--- config.mk ---
export PLATFORM = sky130hd
export DESIGN_NAME = tnp_packer
export DESIGN_NICKNAME = d
export VERILOG_FILES = /design/src/tnp_pkg.sv /design/src/tnp_packer.sv
export SDC_FILE = /design/constraint.sdc
export NUM_CORES = 1
export LEC_CHECK = 0
export BUFFER_PORTS_ARGS = -buffer_cell sky130_fd_sc_hd__buf_2
export CORE_ASPECT_RATIO = 1.75
export CORE_MARGIN = 4
export CORE_UTILIZATION = 25
export CTS_BUF_LIST = sky130_fd_sc_hd__clkbuf_2 sky130_fd_sc_hd__clkbuf_4 sky130_fd_sc_hd__clkbuf_8
export CTS_CLUSTER_DIAMETER = 50
export DETAILED_ROUTE_END_ITERATION = 8
export PLACE_DENSITY_LB_ADDON = 0.08
export SETUP_SLACK_MARGIN = 0.02
export SYNTH_ARGS = -nofsm -noshare
export SYNTH_HDL_FRONTEND = slang
export SYNTH_SLANG_ARGS = --single-unit
--- constraint.sdc ---
create_clock -name clock -period 6.4 [get_ports clock]
set_clock_uncertainty 0.1 [all_clocks]
set_input_delay 0.96 -clock clock [delete_from_list [all_inputs] [get_ports clock]]
set_output_delay 0.96 -clock clock [all_outputs]
set_load 0.01 [all_outputs]
--- src/tnp_pkg.sv ---
`default_nettype none
package tnp_pkg;
	// Stream geometry
	localparam int unsigned NIB_W = 4;
	localparam logic [4:0] WORD_NIBS = 5'h10;
	localparam logic [2:0] FULL_BYTES_M1 = 3'h7;
	localparam logic [3:0] NULL_NIB = 4'h0;
	// Master numbers are always carried in one byte
	localparam logic [4:0] MASTER_NIBS = 5'h02;
	// Values after reset, and the default ATB ID (reset clears id to zero)
	localparam logic [4:0] RST_CNT = 5'h00;
	localparam logic [4:0] RST_IDX = 5'h00;
	localparam logic [63:0] RST_WORD = 64'h0;
	localparam logic [6:0] DEF_ATID = 7'h10;

	typedef enum logic [3:0] {
		K_CHAN,
		K_MASTER8,
		K_DATA,
		K_DATA_STAMP,
		K_TSTAMP,
		K_FLAG,
		K_MASTER16,
		K_TIME,
		K_NULL_STAMP,
		K_USER,
		K_FREQ_STAMP,
		K_CROSS_SYNC
	} tnp_kind_e;

	typedef enum logic {
		PH_IDLE,
		PH_EMIT
	} tnp_phase_e;

	// One packet field offered by the packet generator
	typedef struct packed {
		tnp_kind_e kind;
		logic [7:0] op;
		logic [1:0] op_nibs;
		logic [63:0] val;
		logic [4:0] val_nibs;
	} tnp_field_s;

	// One ATB transfer as driven toward the sink
	typedef struct packed {
		logic valid;
		logic [63:0] data;
		logic [2:0] bytes;
		logic [6:0] id;
	} tnp_atb_s;

	typedef struct packed {
		logic stim_port_trigger_out;
		logic software_trigger_out;
		logic hw_event_trigger_out;
		logic sync_marker_out;
	} tnp_trig_s;

	typedef struct packed {
		tnp_phase_e ph;
		tnp_field_s f;
		logic [4:0] idx;
		logic [63:0] w;
		logic [4:0] cnt;
		logic rdy;
		tnp_atb_s atb;
		logic fl_ack;
		logic drop;
		tnp_trig_s trig;
		logic itm;
	} tnp_state_s;
endpackage : tnp_pkg
`default_nettype wire

--- src/tnp_packer.sv ---
`default_nettype none
module tnp_packer
	import tnp_pkg::*;
#(
	parameter logic [6:0] ATB_ID = DEF_ATID
) (
	// Clock and reset
	input wire logic clock,
	input wire logic rst_b,
	// Packet fields from the generator
	input wire tnp_field_s fld,
	input wire logic fld_valid,
	output logic fld_ready,
	output logic drop_pulse,
	// ATB master
	output tnp_atb_s atb,
	input wire logic atready,
	input wire logic afvalid,
	output logic afready,
	// Triggers and integration mode
	input wire logic integration_mode_enable,
	input wire tnp_trig_s trig_in,
	input wire tnp_trig_s it_trig,
	input wire tnp_atb_s it_atb,
	output tnp_trig_s trig_out
);

	tnp_state_s s;
	tnp_state_s next;
	logic [3:0] cur_nib;
	logic [4:0] last_idx;

	// Kinds that this source must never put on the trace bus
	function automatic logic tnp_forbidden(input tnp_kind_e k);
		tnp_forbidden = 1'b0;
		case (k)
			K_MASTER16: tnp_forbidden = 1'b1;
			K_TIME: tnp_forbidden = 1'b1;
			K_NULL_STAMP: tnp_forbidden = 1'b1;
			K_FREQ_STAMP: tnp_forbidden = 1'b1;
			K_USER: tnp_forbidden = 1'b1;
			K_CROSS_SYNC: tnp_forbidden = 1'b1;
			default: tnp_forbidden = 1'b0;
		endcase
	endfunction : tnp_forbidden

	// Nibble idx of the field stream: opcode, optional size, then value
	function automatic logic [3:0] tnp_nib(input tnp_field_s f, input logic [4:0] idx);
		logic [4:0] j;
		logic [4:0] p;
		logic [4:0] opn;
		tnp_nib = NULL_NIB;
		opn = {3'h0, f.op_nibs};
		j = 5'h00;
		p = 5'h00;
		if (idx < opn) begin
			j = 5'(opn - idx - 5'h01);
			tnp_nib = f.op[{j[0], 2'b00} +: 4];
		end else begin
			j = 5'(idx - opn);
			if (f.kind == K_TSTAMP && j == 5'h00) begin
				tnp_nib = f.val_nibs[3:0];
			end else begin
				if (f.kind == K_TSTAMP) begin
					j = 5'(j - 5'h01);
				end
				p = 5'(f.val_nibs - j - 5'h01);
				tnp_nib = f.val[{p[3:0], 2'b00} +: 4];
			end
		end
	endfunction : tnp_nib

	// Current nibble and index of the field's final nibble
	always_comb begin
		cur_nib = tnp_nib(s.f, s.idx);
		last_idx = 5'({3'h0, s.f.op_nibs} + s.f.val_nibs
			+ ((s.f.kind == K_TSTAMP) ? 5'h01 : 5'h00) - 5'h01);
	end

	// Next-state logic for the whole packer
	always_comb begin
		next = s;
		next.drop = 1'b0;
		next.fl_ack = 1'b0;
		// A plain input at a fixed position, no address involved
		next.itm = integration_mode_enable;
		if (s.atb.valid && atready) begin
			next.atb.valid = 1'b0;
		end
		if (s.itm) begin
			// Test drive reaches the pins through the state flops one cycle later; tracing assumed off
			next.atb = it_atb;
			next.trig = it_trig;
		end else begin
			next.trig = trig_in;
			case (s.ph)
				PH_IDLE: begin
					if (fld_valid && s.rdy) begin
						if (tnp_forbidden(fld.kind)) begin
							next.drop = 1'b1;
						end else begin
							// Fields go out strictly in arrival order
							next.f = fld;
							if (fld.kind == K_MASTER8) begin
								next.f.val_nibs = MASTER_NIBS;
							end
							next.idx = RST_IDX;
							next.ph = PH_EMIT;
						end
					end
				end
				PH_EMIT: begin
					// A full word stalls emission until it moves out
					if (s.cnt != WORD_NIBS) begin
						next.w[{s.cnt[3:0], 2'b00} +: 4] = cur_nib;
						next.cnt = 5'(s.cnt + 5'h01);
						next.idx = 5'(s.idx + 5'h01);
						if (s.idx >= last_idx) begin
							next.ph = PH_IDLE;
						end
					end
				end
				default: next.ph = PH_IDLE;
			endcase
			// Hand a full word to the ATB slot once it is free
			if (s.cnt == WORD_NIBS && !next.atb.valid) begin
				next.atb.valid = 1'b1;
				next.atb.data = s.w;
				next.atb.bytes = FULL_BYTES_M1;
				next.atb.id = ATB_ID;
				next.cnt = RST_CNT;
				next.w = RST_WORD;
			end else if (afvalid && s.ph == PH_IDLE && s.cnt != RST_CNT
				&& s.cnt != WORD_NIBS && !next.atb.valid) begin
				// Odd count leaves a zero nibble above, which is the filler
				next.atb.valid = 1'b1;
				next.atb.data = s.w;
				next.atb.bytes = 3'(((s.cnt + 5'h01) >> 1) - 5'h01);
				next.atb.id = ATB_ID;
				next.cnt = RST_CNT;
				next.w = RST_WORD;
			end else if (afvalid && s.ph == PH_IDLE && s.cnt == RST_CNT
				&& !s.atb.valid && !s.fl_ack) begin
				next.fl_ack = 1'b1;
			end
		end
		// Leaving integration mode needs a reset for clean tracing
		next.rdy = (next.ph == PH_IDLE) && !next.itm;
	end

	// State register; everything clears to zero under reset
	always_ff @(posedge clock or negedge rst_b) begin
		if (!rst_b) begin
			s <= '0;
		end else begin
			s <= next;
		end
	end

	// Outputs straight from the state flops
	assign fld_ready = s.rdy;
	assign drop_pulse = s.drop;
	assign atb = s.atb;
	assign afready = s.fl_ack;
	assign trig_out = s.trig;
endmodule : tnp_packer
`default_nettype wire

Yosys cells after proc, flatten, opt, wreduce, memory -nomap -nowiden

Index checks and enable logic that the tools add are counted.

Register bits after elaboration: 241
Bits of input ports: 172
Output and inout bits: 82
Logic and storage cells: 119

Add/subtract/negate cells: 13
Magnitude comparators: 2
Equality and inequality tests: 13
Shift-type cells: 4
Mux-type cells: 36
Bitwise operators: 4
Reductions and logical operators: 26

Operators with widths:

| operator                                                               | number |
|---|---|
| 75-bit two-way mux                                                     | 3 |
| 69-bit two-way mux                                                     | 3 |
| 89-bit two-way mux                                                     | 2 |
| 158-bit two-way mux                                                    | 1 |
| 83-bit two-way mux                                                     | 1 |
| 74-bit two-way mux                                                     | 1 |
| 64-bit bitwise mux                                                     | 1 |
| 4-bit by 8-bit variable shift with 64-bit output, first input constant | 1 |
| 4-bit by 8-bit indexed part select with 64-bit output                  | 1 |
| 64-bit by 7-bit indexed part select with 4-bit output                  | 1 |
| 4-bit two-way mux                                                      | 6 |
| 4-bit equality test, second input constant                             | 4 |
| 1-bit two-way mux                                                      | 14 |
| 4-bit by 3-bit equality test with 1-bit output, second input constant  | 3 |
| 1-bit logical AND                                                      | 12 |
| 5-bit by 1-bit adder with 5-bit output, second input constant          | 2 |
| 5-bit zero test                                                        | 2 |
| 5-bit one-hot mux with 2 select lines                                  | 1 |
| 3-bit nonzero test                                                     | 3 |
| 6-bit negation with 8-bit output                                       | 1 |
| 4-bit AND reduction                                                    | 2 |
| 8-bit by 4-bit indexed part select with 4-bit output                   | 1 |
| 4-bit by 1-bit subtractor with 4-bit output, second input constant     | 2 |
| 6-bit OR reduction                                                     | 1 |
| other kinds (22)                                                       | 29 |

Depth between registers and ports, before layout

Word-level depth: 19
Mapped depth: 17
Gate-level depth less buffers: 15

Least setup slack after synthesis

No wires, ideal clock.

Path kind: reg-to-reg
Start point: register s[152] in the netlist's numbering
End point: register s[89] in the netlist's numbering
Setup time: 0.122 ns
Arrival time: 4.070 ns
Data required time: 6.178 ns
Slack: 2.108 ns
Stages on the path, launching flop included: 18
Clock period less this slack: 4.292 ns
Cells stage by stage: dfrtp_1 -> inv_1 -> ha_1 -> inv_1 -> fa_1 -> inv_1 -> ha_1 -> nor2_1 -> a21oi_1 -> fa_1 -> buf_1 -> clkbuf_1 -> mux4_2 -> mux2_2 -> and3_1 -> o31ai_4 -> buf_6 -> o21ai_1

Word-level cells in the longest chain between the ends: 16

RTL lines:

| element                                                 | line              | text |
|---|---|---|
| start, declared                                         | tnp_packer.sv:28  | `tnp_state_s s;` |
| start signal, assigned                                  | tnp_packer.sv:156 | `s <= next;` |
| 5-bit by 2-bit subtractor with 5-bit output             | tnp_packer.sv:60  | `j = 5'(idx - opn);` |
| 4-bit by 1-bit subtractor with 4-bit output             | tnp_packer.sv:65  | `j = 5'(j - 5'h01);` |
| 4-bit two-way mux                                       | tnp_packer.sv:64  | `if (f.kind == K_TSTAMP) begin` |
| 4-bit two-way mux                                       | tnp_packer.sv:61  | `if (f.kind == K_TSTAMP && j == 5'h00) begin` |
| 4-bit two-way mux                                       | tnp_packer.sv:56  | `if (idx < opn) begin` |
| 4-bit subtractor                                        | tnp_packer.sv:67  | `p = 5'(f.val_nibs - j - 5'h01);` |
| 4-bit by 1-bit subtractor with 4-bit output             | tnp_packer.sv:67  |  |
| 64-bit by 7-bit indexed part select with 4-bit output   | tnp_packer.sv:68  | `tnp_nib = f.val[{p[3:0], 2'b00} +: 4];` |
| 4-bit two-way mux                                       | tnp_packer.sv:61  |  |
| 4-bit two-way mux *                                     | tnp_packer.sv:56  |  |
| 4-bit by 8-bit indexed part select with 64-bit output * | tnp_packer.sv:115 | `next.w[{s.cnt[3:0], 2'b00} +: 4] = cur_nib;` |
| 64-bit bitwise mux *                                    | tnp_packer.sv:115 |  |
| 74-bit two-way mux *                                    | tnp_packer.sv:114 | `if (s.cnt != WORD_NIBS) begin` |
| 69-bit two-way mux *                                    | tnp_packer.sv:96  | `case (s.ph)` |
| 69-bit two-way mux *                                    | tnp_packer.sv:133 | `end else if (afvalid && s.ph == PH_IDLE && s.cnt != RST_CNT` |
| 69-bit two-way mux *                                    | tnp_packer.sv:126 | `if (s.cnt == WORD_NIBS && !next.atb.valid) begin` |

Every way passes the cells marked *; elsewhere a longest branch is shown, timed or not. The select of a mux whose other input is x is not followed.
A chain may end at the register's enable or synchronous reset.

Worst setup path after layout

Start point: register s[152] in the netlist's numbering
End point: register s[107] in the netlist's numbering

Same word-level chain as after synthesis.

==> impl_results.md <==
* Startpoint Class: flop
* TritonCTS buffer count at 44
* VDD IR max at 465 uV
* RR Endpoint: s[107]
* Distinct cells, synth at 47
* Clock Tree Buf Depth at 3
* DR vias at 9020
* Core ar. at 46900 um^2
* DIE AREA at 51100 um^2
* CTS resizes at 0
* FMAX at 199 MHz
* EDFF count, synth at 0
* Yosys top cell by area: dfrtp_1
* Min-delay worst type: in -> async
* Syn_area_per_cell at 9.51 um^2
* Post-CTS Hold Buffers at 0
* Vias in the first global route at 9959
* Setup TNS at 0 ns
* Final Setup Violations at 0
* Ports at 254
* Synth Flop Type: dfrtp_1
* Max-Cap Viols at 0
* WL per Instance at 19.1 um
* Worst EP required at 6.71 ns
* Actual slew at the worst max-slew pin at 1.06 ns
* Worst r2r src: s[152]
* CP Launch Point: s[152]
* Fin crit share at 78.7%
* Syn Nets at 1444
* Total power at 8.00 mW
* #FFs+latches synth at 241
* TritonCTS clock tree: built
* Tot GR Track Use at 15.0%
* Final instance area at 14100 um^2
* Antenna Violating Nets Remaining at 0
* Pin count of the biggest net entering global routing at 113
* Share of the synthesized area in the top cell type at 50.8%
* Pins Over Slew Limit at 0
* Initial DRC Count at 294
* Die Wd at 173 um
* Placed cell area at 13100 um^2
* Async S/R FF share, synth at 100%
* Synth Warn # at 0
* Starting density of the core at 25.3%
* Layout cell share with drive strength beyond 1 at 26.4%
* Die H at 296 um
* Post-DR vias/cell at 4.45
* Drt total wl at 38.8 mm
* Crit Path Max Fanout at 16
* Seq/Total Area, Yosys at 50.8%
* Post-synthesis instance total at 1247
* Worst slack, placed at 1.34 ns
* Outcome: finished clean
* Relative max-transition margin at 29.3%
* Port bufs at 253
* Post-CTS setup buffers at 0
* R2R setup slack at 1.36 ns
* Mapped Area at 11900 um^2
* Tmin final at 5.04 ns
* RSZ-0062 raised after global routing: no
* Post-DP HPWL at 28.3 mm
* Worst Setup EP: s[107]
* First-pass GRT wire length at 59.8 mm
* CP endpoint kind: flop
* CP Class: reg -> reg
* Lkg Pwr at 7.18 nW
* Fin nets at 1607
* Routability Congestion at 0.779
* CTS Sinks at 241
* Initial antenna violation count at 4
* Row cnt at 105
* Final worst slack at 1.36 ns
* Gr ovfl total at 0
* H-tree depth at 2
* Root Driver: clkbuf_8
* Final hold violations at 0
* Top post-synthesis cells by area: dfrtp_1 (51%), nand2_1 (13%), mux2i_1 (6.1%), buf_4 (5.0%), o21ai_0 (4.3%)
* Power Density at 569 nW/um^2
* Residual DRC at 0
* Pre-antenna DRT Iters at 4
* Clk Latency, worst-skew pair at 0.58 ns
* Clock-pin slew on the worst setup and hold paths at 0.06 ns
* Area Overhead vs Synth at 18.5%
* Crit path DAT at 5.35 ns
* Worst r2r path cells at 14
-- how the worst min path moves through the flow --
stage | start | to | slack, ns | cells past startpoint
after floorplan | s[170] | s[170] | 0.34 | 2
after global placement | s[181] | s[181] | 0.36 | 2
after detailed placement | s[207] | s[207] | 0.36 | 2
after CTS | rst_b | s[230] | 0.28 | 1
after global routing | rst_b | s[166] | 0.32 | 1
final | rst_b | s[166] | 0.31 | 1
-- per-stage QoR --
stage	instances	util (%)	hold slack, ns
after detailed placement	1952	27.9	0.357
after global routing	2027	30.0	0.320
after global placement	1952	27.9	0.360
after CTS	2026	30.0	0.277
after floorplan	1247	-	0.340
final	2028	30.0	0.312
-- layout make-up --
type                       count  area (um^2)
multi-input combinational    841         4890
antenna                        2         5.00
clock buffer                  65          838
sequential                   241         6030
fill                        5072        32800
clock inverter                 9          131
inverter                      21         78.8
timing repair buffer         261         1350
tap                          588          736
-- sequential cells by signal, indices dropped and copies added (netlist names) --
| name | count |
|---|---|
| trig_out | 4 |
| atb | 75 |
| s | 159 |
| afready | 1 |
| drop_pulse | 1 |
| fld_ready | 1 |
-- cells by family (layout without fill, tap and decap cells) --
kind of cell             Yosys count  in the layout  share of synthesized area (%)
AO/OA/AOI/OAI                    196            196                           9.17
XOR/XNOR                          18             18                           1.45
adder cells (fa/ha/maj)           25             25                           2.83
buffers and inverters            165            356                           8.09
flip-flops                       241            241                           50.8
multiplexers                      97             97                           9.97
other                              0              2                              0
AND/OR/NAND/NOR                  505            505                           17.7
-- cells in the mapped netlist (6+ instances only) --
library cell  count
nand2_1         425
dfrtp_1         241
o21ai_0         102
buf_4            79
mux2i_1          72
o21ai_1          64
clkbuf_1         48
ha_1             22
inv_1            21
nor2_1           18
mux4_2           16
buf_2            11
nand3_1          11
a21oi_1          10
mux2_2            9
xor2_1            9
xnor2_1           8
or3_1             7
a21o_1            6
and3_1            6
nor3_1            6
-- where the power goes --
part,switching [mW],leakage [nW],internal [mW],total (mW)
logic,2.05,3.61,1.71,3.76
clock network,0.688,0.499,0.956,1.64
registers,0.500,3.08,2.09,2.59
total,3.24,7.18,4.76,8.00
-- cell usage in the layout (no fill, tap or decap), drive strengths merged, types with 6 or more instances in the layout --
| master | n |
|---|---|
| a21o | 6 |
| a21oi | 10 |
| and3 | 6 |
| buf | 261 |
| clkbuf | 65 |
| dfrtp | 241 |
| ha | 22 |
| inv | 21 |
| mux2 | 9 |
| mux2i | 72 |
| mux4 | 16 |
| nand2 | 425 |
| nand3 | 11 |
| nor2 | 18 |
| nor3 | 6 |
| nor3b | 7 |
| o21ai | 166 |
| or3 | 7 |
| xnor2 | 8 |
| xor2 | 9 |
-- metal layers --
layer	vias to the layer above	global-route usage, %	routed length (um)
met1	4324	15.9	14300
met3	71	3.26	1900
met5	-	0	32
met2	228	29.3	21400
met4	4	5.22	1230
li1	4393	-	-
-- critical path, stage by stage, from the launching register on --
cell,delay (ns)
dfrtp_1,0.42
inv_1,0.10
ha_1,0.14
inv_1,0.06
fa_1,0.52
inv_1,0.08
ha_1,0.29
nor2_1,0.11
a21oi_1,0.08
fa_1,1.02
mux4_2,0.41
mux2_2,0.27
and3_1,0.21
o31ai_4,0.88
o21ai_1,0.16
No activity file was read; power rests on OpenSTA's default activity.
